[src/kwu_pkg.sv]
package kwu_pkg;

  // geometry
  localparam int          KWU_NUM_KEYS        = 4;

  // register byte offsets
  localparam logic [7:0]  KWU_CONFIG0_OFFSET  = 8'h00;
  localparam logic [7:0]  KWU_CONFIG1_OFFSET  = 8'h04;
  localparam logic [7:0]  KWU_CONFIG2_OFFSET  = 8'h08;
  localparam logic [7:0]  KWU_CONFIG3_OFFSET  = 8'h0c;
  localparam logic [7:0]  KWU_STATUS_OFFSET   = 8'h10;
  localparam logic [7:0]  KWU_PULLUP_OFFSET   = 8'h14;
  localparam logic [7:0]  KWU_ROUTE_OFFSET    = 8'h18;

  // key_wake_config field positions
  localparam int          KWU_SEL_LSB         = 0;
  localparam int          KWU_EN_BIT          = 4;

  // reset values
  localparam logic [3:0]  KWU_PULLUP_RESET    = 4'h0;
  localparam logic [1:0]  KWU_SEL_RESET       = 2'h0;
  localparam logic        KWU_EN_RESET        = 1'b0;
  localparam logic        KWU_ROUTE_RESET     = 1'b0;

  // active-state encodings of key_active_select
  localparam logic [1:0]  KWU_SEL_RISE        = 2'h0;
  localparam logic [1:0]  KWU_SEL_FALL        = 2'h1;
  localparam logic [1:0]  KWU_SEL_HIGH        = 2'h2;
  localparam logic [1:0]  KWU_SEL_LOW         = 2'h3;

  // axi response codes
  localparam logic [1:0]  KWU_RESP_OKAY       = 2'h0;
  localparam logic [1:0]  KWU_RESP_SLVERR     = 2'h2;

endpackage

[src/kwu_key_detect.sv]
`timescale 1ns/1ns
// per-key synchroniser and active-state detector
module kwu_key_detect
  import kwu_pkg::*;
(
  // clock and reset
  input  wire logic       aclk,
  input  wire logic       aresetn,
  // pin and settings
  input  wire logic       key_pin,
  input  wire logic [1:0] key_active_select,
  // detection
  output logic            key_active
);

  logic sync1_reg;
  logic sync2_reg;
  logic prev_reg;

  // two-stage synchroniser, then one history stage for edges
  always_ff @(posedge aclk) begin
    if (!aresetn) begin
      sync1_reg <= 1'b0;
      sync2_reg <= 1'b0;
      prev_reg  <= 1'b0;
    end else begin
      sync1_reg <= key_pin;
      sync2_reg <= sync1_reg;
      prev_reg  <= sync2_reg;
    end
  end

  wire rise_det = sync2_reg & ~prev_reg;
  wire fall_det = ~sync2_reg & prev_reg;

  // detection always running with the live select
  always_comb begin
    key_active = 1'b0;
    unique case (key_active_select)
      KWU_SEL_RISE: key_active = rise_det;
      KWU_SEL_FALL: key_active = fall_det;
      KWU_SEL_HIGH: key_active = sync2_reg;
      KWU_SEL_LOW:  key_active = ~sync2_reg;
    endcase
  end

endmodule

[src/kwu_key_wakeup.sv]
`timescale 1ns/1ns
// Functional notes
// - four keys merged into one shared request output
// - each key has an enable; disabled keys never set flags
// - two-bit select: rising edge, falling edge, high or low level
// - detection runs continuously using the current select value
// - enabled key with active condition sets its status flag to 1
// - status is read-only; a read returns and clears flags, writes ignored
// - level-mode flag stays 1 after read while input stays active
// - clearing on first request clears all pending key requests together
// - detection after clearing read sets a new request, never lost
// - combined result is active-high level to clock generator and interrupt controller
// - stop_release_select 1 routes keys to stop release, default 0 interrupts
// - per-key pull-up bit: 1 enables pull-up, 0 disables
module kwu_key_wakeup
  import kwu_pkg::*;
(
  // clock and reset
  input  wire logic        aclk,
  input  wire logic        aresetn,
  // axi4-lite write address
  input  wire logic [7:0]  s_axi_awaddr,
  input  wire logic        s_axi_awvalid,
  output logic             s_axi_awready,
  // axi4-lite write data
  input  wire logic [31:0] s_axi_wdata,
  input  wire logic [3:0]  s_axi_wstrb,
  input  wire logic        s_axi_wvalid,
  output logic             s_axi_wready,
  // axi4-lite write response
  output logic [1:0]       s_axi_bresp,
  output logic             s_axi_bvalid,
  input  wire logic        s_axi_bready,
  // axi4-lite read address
  input  wire logic [7:0]  s_axi_araddr,
  input  wire logic        s_axi_arvalid,
  output logic             s_axi_arready,
  // axi4-lite read data
  output logic [31:0]      s_axi_rdata,
  output logic [1:0]       s_axi_rresp,
  output logic             s_axi_rvalid,
  input  wire logic        s_axi_rready,
  // key pins
  input  wire logic [3:0]  key_in,
  output logic [3:0]       key_pullup_en,
  // request outputs
  output logic             key_irq_req,
  output logic             key_wake_req
);

  localparam int N = KWU_NUM_KEYS;

  logic [1:0]   sel_reg [N];
  logic [N-1:0] en_reg;
  logic [N-1:0] pullup_reg;
  logic         route_reg;
  logic [N-1:0] status_reg;
  logic [N-1:0] status_next;
  logic [N-1:0] key_hit;

  logic         aw_held_reg;
  logic [7:0]   aw_addr_reg;
  logic         w_held_reg;
  logic [31:0]  w_data_reg;
  logic [3:0]   w_strb_reg;
  logic         bvalid_reg;
  logic [1:0]   bresp_reg;
  logic         rvalid_reg;
  logic [31:0]  rdata_reg;
  logic [1:0]   rresp_reg;

  // ---------------- write channel ----------------
  assign s_axi_awready = ~aw_held_reg & ~bvalid_reg;
  assign s_axi_wready  = ~w_held_reg & ~bvalid_reg;
  wire   aw_fire       = s_axi_awvalid & s_axi_awready;
  wire   w_fire        = s_axi_wvalid & s_axi_wready;
  wire   wr_do         = aw_held_reg & w_held_reg & ~bvalid_reg;

  wire   wr_cfg_hit    = (aw_addr_reg[7:4] == 4'h0) && (aw_addr_reg[1:0] == 2'h0);
  wire   [1:0] wr_key  = aw_addr_reg[3:2];
  wire   wr_status     = (aw_addr_reg == KWU_STATUS_OFFSET);
  wire   wr_pullup     = (aw_addr_reg == KWU_PULLUP_OFFSET);
  wire   wr_route      = (aw_addr_reg == KWU_ROUTE_OFFSET);
  wire   wr_mapped     = wr_cfg_hit | wr_status | wr_pullup | wr_route;
  wire   wr_lane0      = w_strb_reg[0];

  always_ff @(posedge aclk) begin
    if (!aresetn) begin
      aw_held_reg <= 1'b0;
      aw_addr_reg <= 8'h00;
      w_held_reg  <= 1'b0;
      w_data_reg  <= 32'h0000_0000;
      w_strb_reg  <= 4'h0;
      bvalid_reg  <= 1'b0;
      bresp_reg   <= KWU_RESP_OKAY;
    end else begin
      if (aw_fire) begin
        aw_held_reg <= 1'b1;
        aw_addr_reg <= s_axi_awaddr;
      end
      if (w_fire) begin
        w_held_reg <= 1'b1;
        w_data_reg <= s_axi_wdata;
        w_strb_reg <= s_axi_wstrb;
      end
      if (wr_do) begin
        aw_held_reg <= 1'b0;
        w_held_reg  <= 1'b0;
        bvalid_reg  <= 1'b1;
        bresp_reg   <= wr_mapped ? KWU_RESP_OKAY : KWU_RESP_SLVERR;
      end else if (bvalid_reg && s_axi_bready) begin
        bvalid_reg <= 1'b0;
      end
    end
  end

  assign s_axi_bvalid = bvalid_reg;
  assign s_axi_bresp  = bresp_reg;

  // ---------------- control registers ----------------
  always_ff @(posedge aclk) begin
    if (!aresetn) begin
      pullup_reg <= KWU_PULLUP_RESET;
      route_reg  <= KWU_ROUTE_RESET;
    end else if (wr_do && wr_lane0) begin
      if (wr_pullup) begin
        pullup_reg <= w_data_reg[N-1:0];
      end
      if (wr_route) begin
        route_reg <= w_data_reg[0];
      end
    end
  end

  assign key_pullup_en = pullup_reg;

  // ---------------- per-key config and detection ----------------
  genvar g;
  generate
    for (g = 0; g < N; g++) begin : g_key
      logic key_active;

      always_ff @(posedge aclk) begin
        if (!aresetn) begin
          sel_reg[g] <= KWU_SEL_RESET;
          en_reg[g]  <= KWU_EN_RESET;
        end else if (wr_do && wr_lane0 && wr_cfg_hit && wr_key == 2'(g)) begin
          sel_reg[g] <= w_data_reg[KWU_SEL_LSB +: 2];
          en_reg[g]  <= w_data_reg[KWU_EN_BIT];
        end
      end

      // synchronised, always-on detector
      kwu_key_detect u_detect (
        .aclk              (aclk),
        .aresetn           (aresetn),
        .key_pin           (key_in[g]),
        .key_active_select (sel_reg[g]),
        .key_active        (key_active)
      );

      assign key_hit[g] = en_reg[g] & key_active;
    end
  endgenerate

  // ---------------- read channel ----------------
  assign s_axi_arready = ~rvalid_reg;
  wire   ar_fire       = s_axi_arvalid & s_axi_arready;
  wire   rd_cfg_hit    = (s_axi_araddr[7:4] == 4'h0) && (s_axi_araddr[1:0] == 2'h0);
  wire   [1:0] rd_key  = s_axi_araddr[3:2];
  wire   rd_status     = (s_axi_araddr == KWU_STATUS_OFFSET);
  wire   rd_pullup     = (s_axi_araddr == KWU_PULLUP_OFFSET);
  wire   rd_route      = (s_axi_araddr == KWU_ROUTE_OFFSET);
  wire   rd_mapped     = rd_cfg_hit | rd_status | rd_pullup | rd_route;
  wire   status_clear  = ar_fire & rd_status;

  logic [31:0] rd_word;
  always_comb begin
    rd_word = 32'h0000_0000;
    if (rd_cfg_hit) begin
      rd_word[KWU_SEL_LSB +: 2] = sel_reg[rd_key];
      rd_word[KWU_EN_BIT]       = en_reg[rd_key];
    end else if (rd_status) begin
      rd_word[N-1:0] = status_reg;
    end else if (rd_pullup) begin
      rd_word[N-1:0] = pullup_reg;
    end else if (rd_route) begin
      rd_word[0] = route_reg;
    end
  end

  always_ff @(posedge aclk) begin
    if (!aresetn) begin
      rvalid_reg <= 1'b0;
      rdata_reg  <= 32'h0000_0000;
      rresp_reg  <= KWU_RESP_OKAY;
    end else if (ar_fire) begin
      rvalid_reg <= 1'b1;
      rdata_reg  <= rd_word;
      rresp_reg  <= rd_mapped ? KWU_RESP_OKAY : KWU_RESP_SLVERR;
    end else if (rvalid_reg && s_axi_rready) begin
      rvalid_reg <= 1'b0;
    end
  end

  assign s_axi_rvalid = rvalid_reg;
  assign s_axi_rdata  = rdata_reg;
  assign s_axi_rresp  = rresp_reg;

  // ---------------- status flags ----------------
  // read clears all flags at once; a hit in the same cycle wins
  assign status_next = (status_clear ? {N{1'b0}} : status_reg) | key_hit;

  always_ff @(posedge aclk) begin
    if (!aresetn) begin
      status_reg <= {N{1'b0}};
    end else begin
      status_reg <= status_next;
    end
  end

  // ---------------- shared request ----------------
  wire any_req = |status_reg;
  assign key_wake_req = any_req & route_reg;
  assign key_irq_req  = any_req & ~route_reg;

  // ---------------- assertions ----------------
  flag_needs_enable_a: assert property (
    @(posedge aclk) disable iff (!aresetn)
    $past(aresetn, 1) |-> ((status_reg & ~$past(status_reg, 1) & ~$past(en_reg, 1)) == 4'h0))
    else $error("flag set on a disabled key");

  disabled_no_set_a: assert property (
    @(posedge aclk) disable iff (!aresetn)
    ((en_reg == 4'h0) && status_clear) |=> (status_reg == 4'h0))
    else $error("disabled keys raised a flag");

  hit_sets_flag_a: assert property (
    @(posedge aclk) disable iff (!aresetn)
    (key_hit != 4'h0) |=> ((status_reg & $past(key_hit, 1)) == $past(key_hit, 1)))
    else $error("detected key did not set its flag");

  read_clears_all_a: assert property (
    @(posedge aclk) disable iff (!aresetn)
    (status_clear && key_hit == 4'h0) |=> (status_reg == 4'h0))
    else $error("status read left flags set");

  read_returns_flags_a: assert property (
    @(posedge aclk) disable iff (!aresetn)
    status_clear |=> (rvalid_reg && rdata_reg[N-1:0] == $past(status_reg, 1)))
    else $error("status read returned wrong flags");

  write_no_status_a: assert property (
    @(posedge aclk) disable iff (!aresetn)
    (wr_do && wr_status && !status_clear && key_hit == 4'h0) |=> (status_reg == $past(status_reg, 1)))
    else $error("write changed status");

  hit_beats_clear_a: assert property (
    @(posedge aclk) disable iff (!aresetn)
    (status_clear && key_hit != 4'h0) |=> (status_reg == $past(key_hit, 1)))
    else $error("detection lost under clear");

  level_holds_a: assert property (
    @(posedge aclk) disable iff (!aresetn)
    (en_reg[0] && sel_reg[0] == KWU_SEL_HIGH && g_key[0].key_active) |=> status_reg[0])
    else $error("level flag dropped while input active");

  route_split_a: assert property (
    @(posedge aclk) disable iff (!aresetn)
    (status_reg != 4'h0) |-> (key_wake_req == route_reg && key_irq_req == !route_reg))
    else $error("shared request misrouted");

  quiet_no_req_a: assert property (
    @(posedge aclk) disable iff (!aresetn)
    (status_reg == 4'h0) |-> !(key_wake_req || key_irq_req))
    else $error("request without pending flag");

  sync_delay_a: assert property (
    @(posedge aclk) disable iff (!aresetn)
    ($past(aresetn, 1) && $past(aresetn, 2)) |-> (g_key[1].u_detect.sync2_reg == $past(key_in[1], 2)))
    else $error("key seen without synchroniser delay");

  pullup_write_a: assert property (
    @(posedge aclk) disable iff (!aresetn)
    (wr_do && wr_lane0 && wr_pullup) |=> (key_pullup_en == $past(w_data_reg[N-1:0], 1)))
    else $error("pull-up write not applied");

  strobe_ignored_a: assert property (
    @(posedge aclk) disable iff (!aresetn)
    (wr_do && !wr_lane0) |=> (key_pullup_en == $past(key_pullup_en, 1)))
    else $error("write without low lane changed pull-ups");

  route_write_a: assert property (
    @(posedge aclk) disable iff (!aresetn)
    (wr_do && wr_lane0 && wr_route) |=> (route_reg == $past(w_data_reg[0], 1)))
    else $error("routing write not applied");

endmodule

[config.mk]
export PLATFORM = sky130hd
export DESIGN_NAME = kwu_key_wakeup
export DESIGN_NICKNAME = d
export VERILOG_FILES = /design/src/kwu_pkg.sv /design/src/kwu_key_detect.sv /design/src/kwu_key_wakeup.sv
export SDC_FILE = /design/constraint.sdc
export NUM_CORES = 1
export LEC_CHECK = 0
export BUFFER_PORTS_ARGS = -buffer_cell sky130_fd_sc_hd__buf_2
export CORE_MARGIN = 5
export CORE_UTILIZATION = 28
export CTS_CLUSTER_DIAMETER = 30
export CTS_CLUSTER_SIZE = 16
export DETAILED_ROUTE_END_ITERATION = 10
export PLACE_DENSITY = 0.62
export SETUP_SLACK_MARGIN = 0.15
export SLEW_MARGIN = 20
export SYNTH_ARGS = -nofsm -noshare
export SYNTH_HDL_FRONTEND = slang
export SYNTH_HIERARCHICAL = 1
export SYNTH_SLANG_ARGS = --single-unit
[constraint.sdc]
create_clock -name aclk -period 2.8 [get_ports aclk]
set_clock_uncertainty 0.15 [all_clocks]
set_input_delay 0.14 -clock aclk [delete_from_list [all_inputs] [get_ports aclk]]
set_output_delay 0.14 -clock aclk [all_outputs]
set_load 0.01 [all_outputs]
==> results.md, run 1 <==
* Power per cell area at approximately 540 nW/um^2
* Max Slew Vio Count at 0
* Antenna-violating nets left at 0
* Post-synthesis cell count at approximately 290
* Area delta synth->final at 25.1%
* Initial antenna violation count at 0
* Static Leak at between 1 and 1.5 nW
* Via count at 2124
* Hold/Removal Path Class: input pin to flip-flop
* # Max-Cap Violations at 0
* Required @ worst endpoint at 2690 ps
* Final Util at 35.4%
* Largest family of logic cells by synthesized area: simple AND/OR/NAND/NOR gates
* Worst skew pair latency at between 300 and 400 ps
* Xor and xnor fraction of the mapped netlist area at 0%
* Worst R2R Setup Slack at 730 ps
* All-Layer GR Usage at 10.4%
* Final TNS setup at 0 ps
* CTS Buf Count at 9
* DR vias/cell at 4.30
* R2R Path End: sel_reg[2][1]
* Die ar. at 11800 sq um
* Die W at 109 um
* Grt ovf at 0
* Final setup fails at 0
* Maximum vdd drop at between 200 and 300 uV
* Largest net degree at the start of global routing at 51
* Crit Path Category: flip-flop to flip-flop
* Mapped Area at 2720 sq um
* Crit path DAT at 1960 ps
* Rel. slew slack at between 40% and 50%
* Reg2Reg Depth at 3
* Worst-path clk slew at 60 ps
* Drt first pass iters at 4
* Synthesis Warnings at 6
* Post-Syn Area per Cell at 9.56 sq um
* Worst path max stage delay at a little over 600 ps
* Final WL at 5.89 mm
* Worst r2r src: aw_addr_reg[0]
* CTS tree: built
* Mux cell area share after synthesis at 9.23%
* Run status: finished clean
* Startpoint Class: flip-flop
* Share of the clock period used by the worst path after layout at 74.0%
* Vias in the first global route at 2004
* Die Height at 109 um
* Share of layout cells above drive strength 1 at 21.6%
* Global placement routability congestion at 0.804
* Final Critical Period at 2070 ps
* Min-Delay Path Depth at 4
* Initial Utilization at 28.3%
* # clock sinks at 58
* Distinct cells, synth at 40
* Worst Setup SP: aw_addr_reg[0]
* # port buffers at 50
* Avg WL per Cell at 11.9 um
* Starting DRT DRC Count at 72
* Clock Tree Root: clkbuf_8
* Antenna Cells at 0
* CP endpoint: sel_reg[2][1]
* CP most frequent cell: or4_4
* Final #Nets at 419
* Critical Path, Cell by Cell: or4_4 -> or4_4 -> nand2_1
* Most frequent cells in the layout: dfxtp_1, buf_2, nand2_1
* Synthesized flop and latch total at 58
* Row cnt at 36
* Fin. Hold Viols at 0
* Slew at the pin closest to its max-slew limit at 805 ps
* HPWL after DPL at between 4 and 5 mm
* RSZ-0062 raised after global routing: false
* Clock Tree Buf Depth at 2
* First-pass GRT wire length at about 9.4 mm
* Depth of the CTS H-tree at 3
* DRC at 0
* FMAX at 483 MHz
* Slowest stage cell, crit path: or4_4
* Fillers at between 900 and 1000
* Crit end category: flip-flop
* Critical path fanouts, max at 7
* Synth Area in Compound Gates at 9.00%
* Synth Area in Simple Gates at 25.7%
* Num ports at 110
* Setup Fix Bufs, Post-CTS at 0
* Seq/Total Area, Yosys at 45.6%
* Post-synthesis adder-cell area fraction at 0%
* Core area at 9640 sq um
[Yosys cell counts (all sizes together)]
master	n	area, sq um
and4b	1	10.0
nand4	2	12.5
o211a	1	10.0
nand2b	7	43.8
conb	1	3.75
mux4	3	67.6
buf	32	236
nand2	34	128
dfxtp	50	1000
o21ai	11	55.1
edfxtp	8	240
inv	2	7.51
o22ai	4	25.0
nand3	9	45.0
nor2b	21	131
and2	15	93.8
or4	3	30.0
a21bo	1	10.0
mux2	3	33.8
nor2	20	75.1
a21boi	12	90.1
o221a	1	11.3
clkbuf	10	37.5
nand3b	2	15.0
nor4	6	67.6
a22oi	1	7.51
or4bb	2	22.5
a32oi	1	8.76
mux2i	15	150
nand4b	3	26.3
o31ai	1	7.51
a21oi	1	5.00
a311oi	1	8.76
a31oi	1	6.26
[report_power, final]
part,switching (mW),internal [mW]
clock network,0.323,0.418
registers,0.0292,0.875
logic,0.105,0.0935
[worst min path at each step]
| stage | to | slack [ps] | start |
|---|---|---|---|
| 4_1_cts | s_axi_rresp[1] | 100 | s_axi_araddr[0] |
| 3_5_place_dp | g_key[1].u_detect/sync1_reg | 210 | key_in[1] |
| 6_report | s_axi_rresp[1] | 110 | s_axi_araddr[0] |
| 3_3_place_gp | g_key[1].u_detect/sync1_reg | 210 | key_in[1] |
| 5_1_grt | aw_addr_reg[2] | 140 | s_axi_awvalid |
| 2_1_floorplan | g_key[0].u_detect/sync1_reg | 110 | aresetn |
[through the flow]
step	std cells	total power [mW]	instance area, sq um	setup slack, ps	hold WS, ps
5_1_grt	494	1.93	3410	603	145
2_1_floorplan	313	1.08	2830	763	112
3_5_place_dp	455	1.10	2980	737	210
6_report	494	1.84	3410	729	111
3_3_place_gp	455	1.09	2980	771	213
4_1_cts	494	1.87	3410	731	104
[kinds of logic after synthesis]
group | Yosys count
compound gates | 36
buf+inv | 44
flops | 58
mux | 21
other cells | 1
simple gates | 125
[critical path: cells and delay by family (launching register included)]
kind             cells  cell delay (ps)
AND/OR/NAND/NOR      3             1310
flip-flops           1              320
[per-layer routing]
layer / routed length, um / track usage [%]
met3: 395 / 3.61
met4: 97 / 4.60
met1: 2540 / 12.2
met5: 0 / 0
met2: 2860 / 17.1
[final cells by class]
class | instances | area [sq um] | share of cell area [%]
tap | 133 | 166 | 4.88
sequential | 58 | 1240 | 36.4
clock inverter | 4 | 22.5 | 0.661
timing repair buffer | 74 | 488 | 14.3
inverter | 2 | 7.51 | 0.220
clock buffer | 12 | 176 | 5.18
multi-input combinational | 211 | 1310 | 38.3
[timing repair]
item	CTS	global route
hold buffers	23	0
endpoints found under the hold margin	22	0
resized for setup	0	0
No activity file was read; power rests on OpenSTA's default activity.
==> run 2: changes to the inputs <==
==> constraint.sdc (replaced) <==
create_clock -name aclk -period 2.01 [get_ports aclk]
set_clock_uncertainty 0.15 [all_clocks]
set_input_delay 0.1005 -clock aclk [delete_from_list [all_inputs] [get_ports aclk]]
set_output_delay 0.1005 -clock aclk [all_outputs]
set_load 0.01 [all_outputs]
==> run 2 against run 1 <==
Compared with the run above: register-to-register slack worse by 640 ps; critical path depth up 1; worst setup slack worse by 640 ps; clock-buffer cell count down 2; sequential share of layout area down 2.0 points; non-clock buffer count up 16; combinational power up 62%; clock power up 69%; die area unchanged; fmax up 7.6%; critical path type unchanged; largest power group unchanged.
==> results.md, run 2 (synthesized netlist as in run 1, its figures left out) <==
* Run status: finished clean
* Reg2Reg Depth at 4
* Num ports at 110
* # Max-Cap Violations at 0
* DRC at 0
* Hold EP: aw_addr_reg[0]
* Power per cell area at 781 nW/um^2
* First-pass GRT wire length at approximately 9.5 mm
* Worst path max stage delay at 580 ps
* Gr busiest metal: met2
* Startpoint Class: flip-flop
* Initial Utilization at 28.3%
* Row cnt at 36
* Clock power share at 44.2%
* Clock Tree Buf Depth at 2
* Final Critical Period at between 1500 and 2000 ps
* Antenna Cells at 0
* Part of the power in registers at 44.3%
* Share of the clock period used by the worst path after layout at 95.8%
* Most frequent cells in the layout: buf_2, dfxtp_1, nand2_1
* Fillers at 971
* Vias in the first global route at 2045
* Fin. Hold Viols at 0
* Final Power at 2.82 mW
* Drt first pass iters at 4
* Grt ovf at 0
* Final Util at 37.5%
* Crit Path Category: flip-flop to flip-flop
* Clock Tree Root: clkbuf_8
* Rel. slew slack at a little over three fifths
* # port buffers at 50
* HPWL after DPL at 4.54 mm
* Hold/Removal Path Class: input pin to flip-flop
* Cell internal pwr at 2.15 mW
* Core area at 9640 sq um
* Place WS at -31.6 ps
* Commonest non-fill, non-tap cell in the layout: buf_2
* Required @ worst endpoint at ~2100 ps
* All-Layer GR Usage at roughly a tenth
* Met2 usage at around 17%
* Avg WL per Cell at 12.0 um
* Slew at the pin closest to its max-slew limit at between 500 and 600 ps
* DP Area at about 3100 sq um
* # clock sinks at 58
* Final setup fails at 0
* Final WS setup at 84.9 ps
* Worst skew pair latency at 340 ps
* Hold path start: s_axi_awvalid
* Worst r2r src: aw_addr_reg[0]
* Global placement routability congestion at 0.780
* R2R Path End: route_reg
* Critical Path, Cell by Cell: or4_4 -> nor4_1 -> mux2i_1 -> nor2b_1
* Crit end category: flip-flop
* CTS tree: built
* Combinational fraction of design power at 11.4%
* Share of layout cells above drive strength 1 at 27.1%
* Antenna-violating nets left at 0
* Die W at 109 um
* Die Height at 109 um
* RSZ-0062 raised after global routing: true
* Crit path DAT at 2010 ps
* Area delta synth->final at 32.8%
* Via count at around 2200
* DR vias/cell at 4.28
* Largest net degree at the start of global routing at 34
* Min-Delay Path Depth at 4
* Critical path fanouts, max at 5
* FMAX at just over 500 MHz
* Die ar. at 11800 sq um
* Psw at 0.679 mW
* Max Slew Vio Count at 0
* Maximum vdd drop at about 340 uV
* Final WL at 6.12 mm
* Met3 Resource Use GR at between 3 and 4%
* Final Cell Area at 3620 sq um
* Switching portion of total power at roughly 24%
* Slowest stage cell, crit path: or4_4
* Final #Nets at ~440
* Met1 GRT Util at about an eighth
* CTS Buf Count at 9
* Static Leak at 1.47 nW
* Worst-path clk slew at roughly 70 ps
* Depth of the CTS H-tree at 3
* Starting DRT DRC Count at 58
* Worst R2R Setup Slack at 80 ps
* Initial antenna violation count at 0
* Worst Setup SP: aw_addr_reg[0]
==> run 2: cell count changes in the layout (fill, tap and decap cells not counted), moves of 2 or more <==
cell       delta
nor4_4        +2
clkbuf_8      -2
bufinv_16     +2
nor2_2        +2
buf_6         +2
dfxtp_1       -2
dfxtp_2       +2
nor2_1        -2
buf_4        +14
nor4_1        -2
==> run 2: area by class of cell <==
cell class / count / area (sq um) / share of cell area [%]
flip-flops and latches: 58 / 1240 / 34.4
repair buffers: 90 / 616 / 17.0
clock buffers: 10 / 149 / 4.12
multi-input cells: 211 / 1350 / 37.3
inverters: 2 / 7.51 / 0.208
clock inverters: 6 / 85.1 / 2.35
well taps: 133 / 166 / 4.60
==> run 2: worst max-delay path by stage <==
stage	end	slack [ps]	cells past startpoint
floorplan	sel_reg[2][0]	50	4
global placement	sel_reg[1][0]	60	4
detailed placement	en_reg[1]	-30	5
CTS	key_pullup_en[3]	70	6
global route	key_pullup_en[3]	40	6
finish	route_reg	80	4
==> run 2: timing repair <==
action	CTS	global route
hold buffers	23	0
endpoints found under the hold margin	24	0
resized for setup	4	7
pin swaps	4	5
setup buffers	3	3
endpoints found under the setup margin	18	19
==> run 2: power by group through the flow <==
| stage | registers (mW) | clock network, mW | logic (mW) |
|---|---|---|---|
| CTS | 1.25 | 1.28 | 0.314 |
| detailed placement | 1.28 | 0 | 0.274 |
| global route | 1.26 | 1.33 | 0.360 |
| finish | 1.25 | 1.25 | 0.323 |
| floorplan | 1.27 | 0 | 0.232 |
| global placement | 1.27 | 0 | 0.267 |
==> run 2: stage by stage <==
step	hold WS, ps	TNS (ps)	std cells
6_report	51.5	0	510
5_1_grt	102	0	510
4_1_cts	41.3	0	507
3_5_place_dp	163	-31.6	465
3_3_place_gp	164	0	465
2_1_floorplan	72.2	0	313
==> run 2: layer usage <==
metal  share of wire, %  routed length [um]
met5                  0                   0
met4                2.3                 138
met3                6.5                 400
met2                 49                2990
met1                 42                2590
==> run 2: critical path: cells and delay by family, from the launching register on <==
| kind | cells | cell delay [ps] |
|---|---|---|
| mux | 1 | 240 |
| simple gates | 3 | 1110 |
| flops | 1 | 320 |
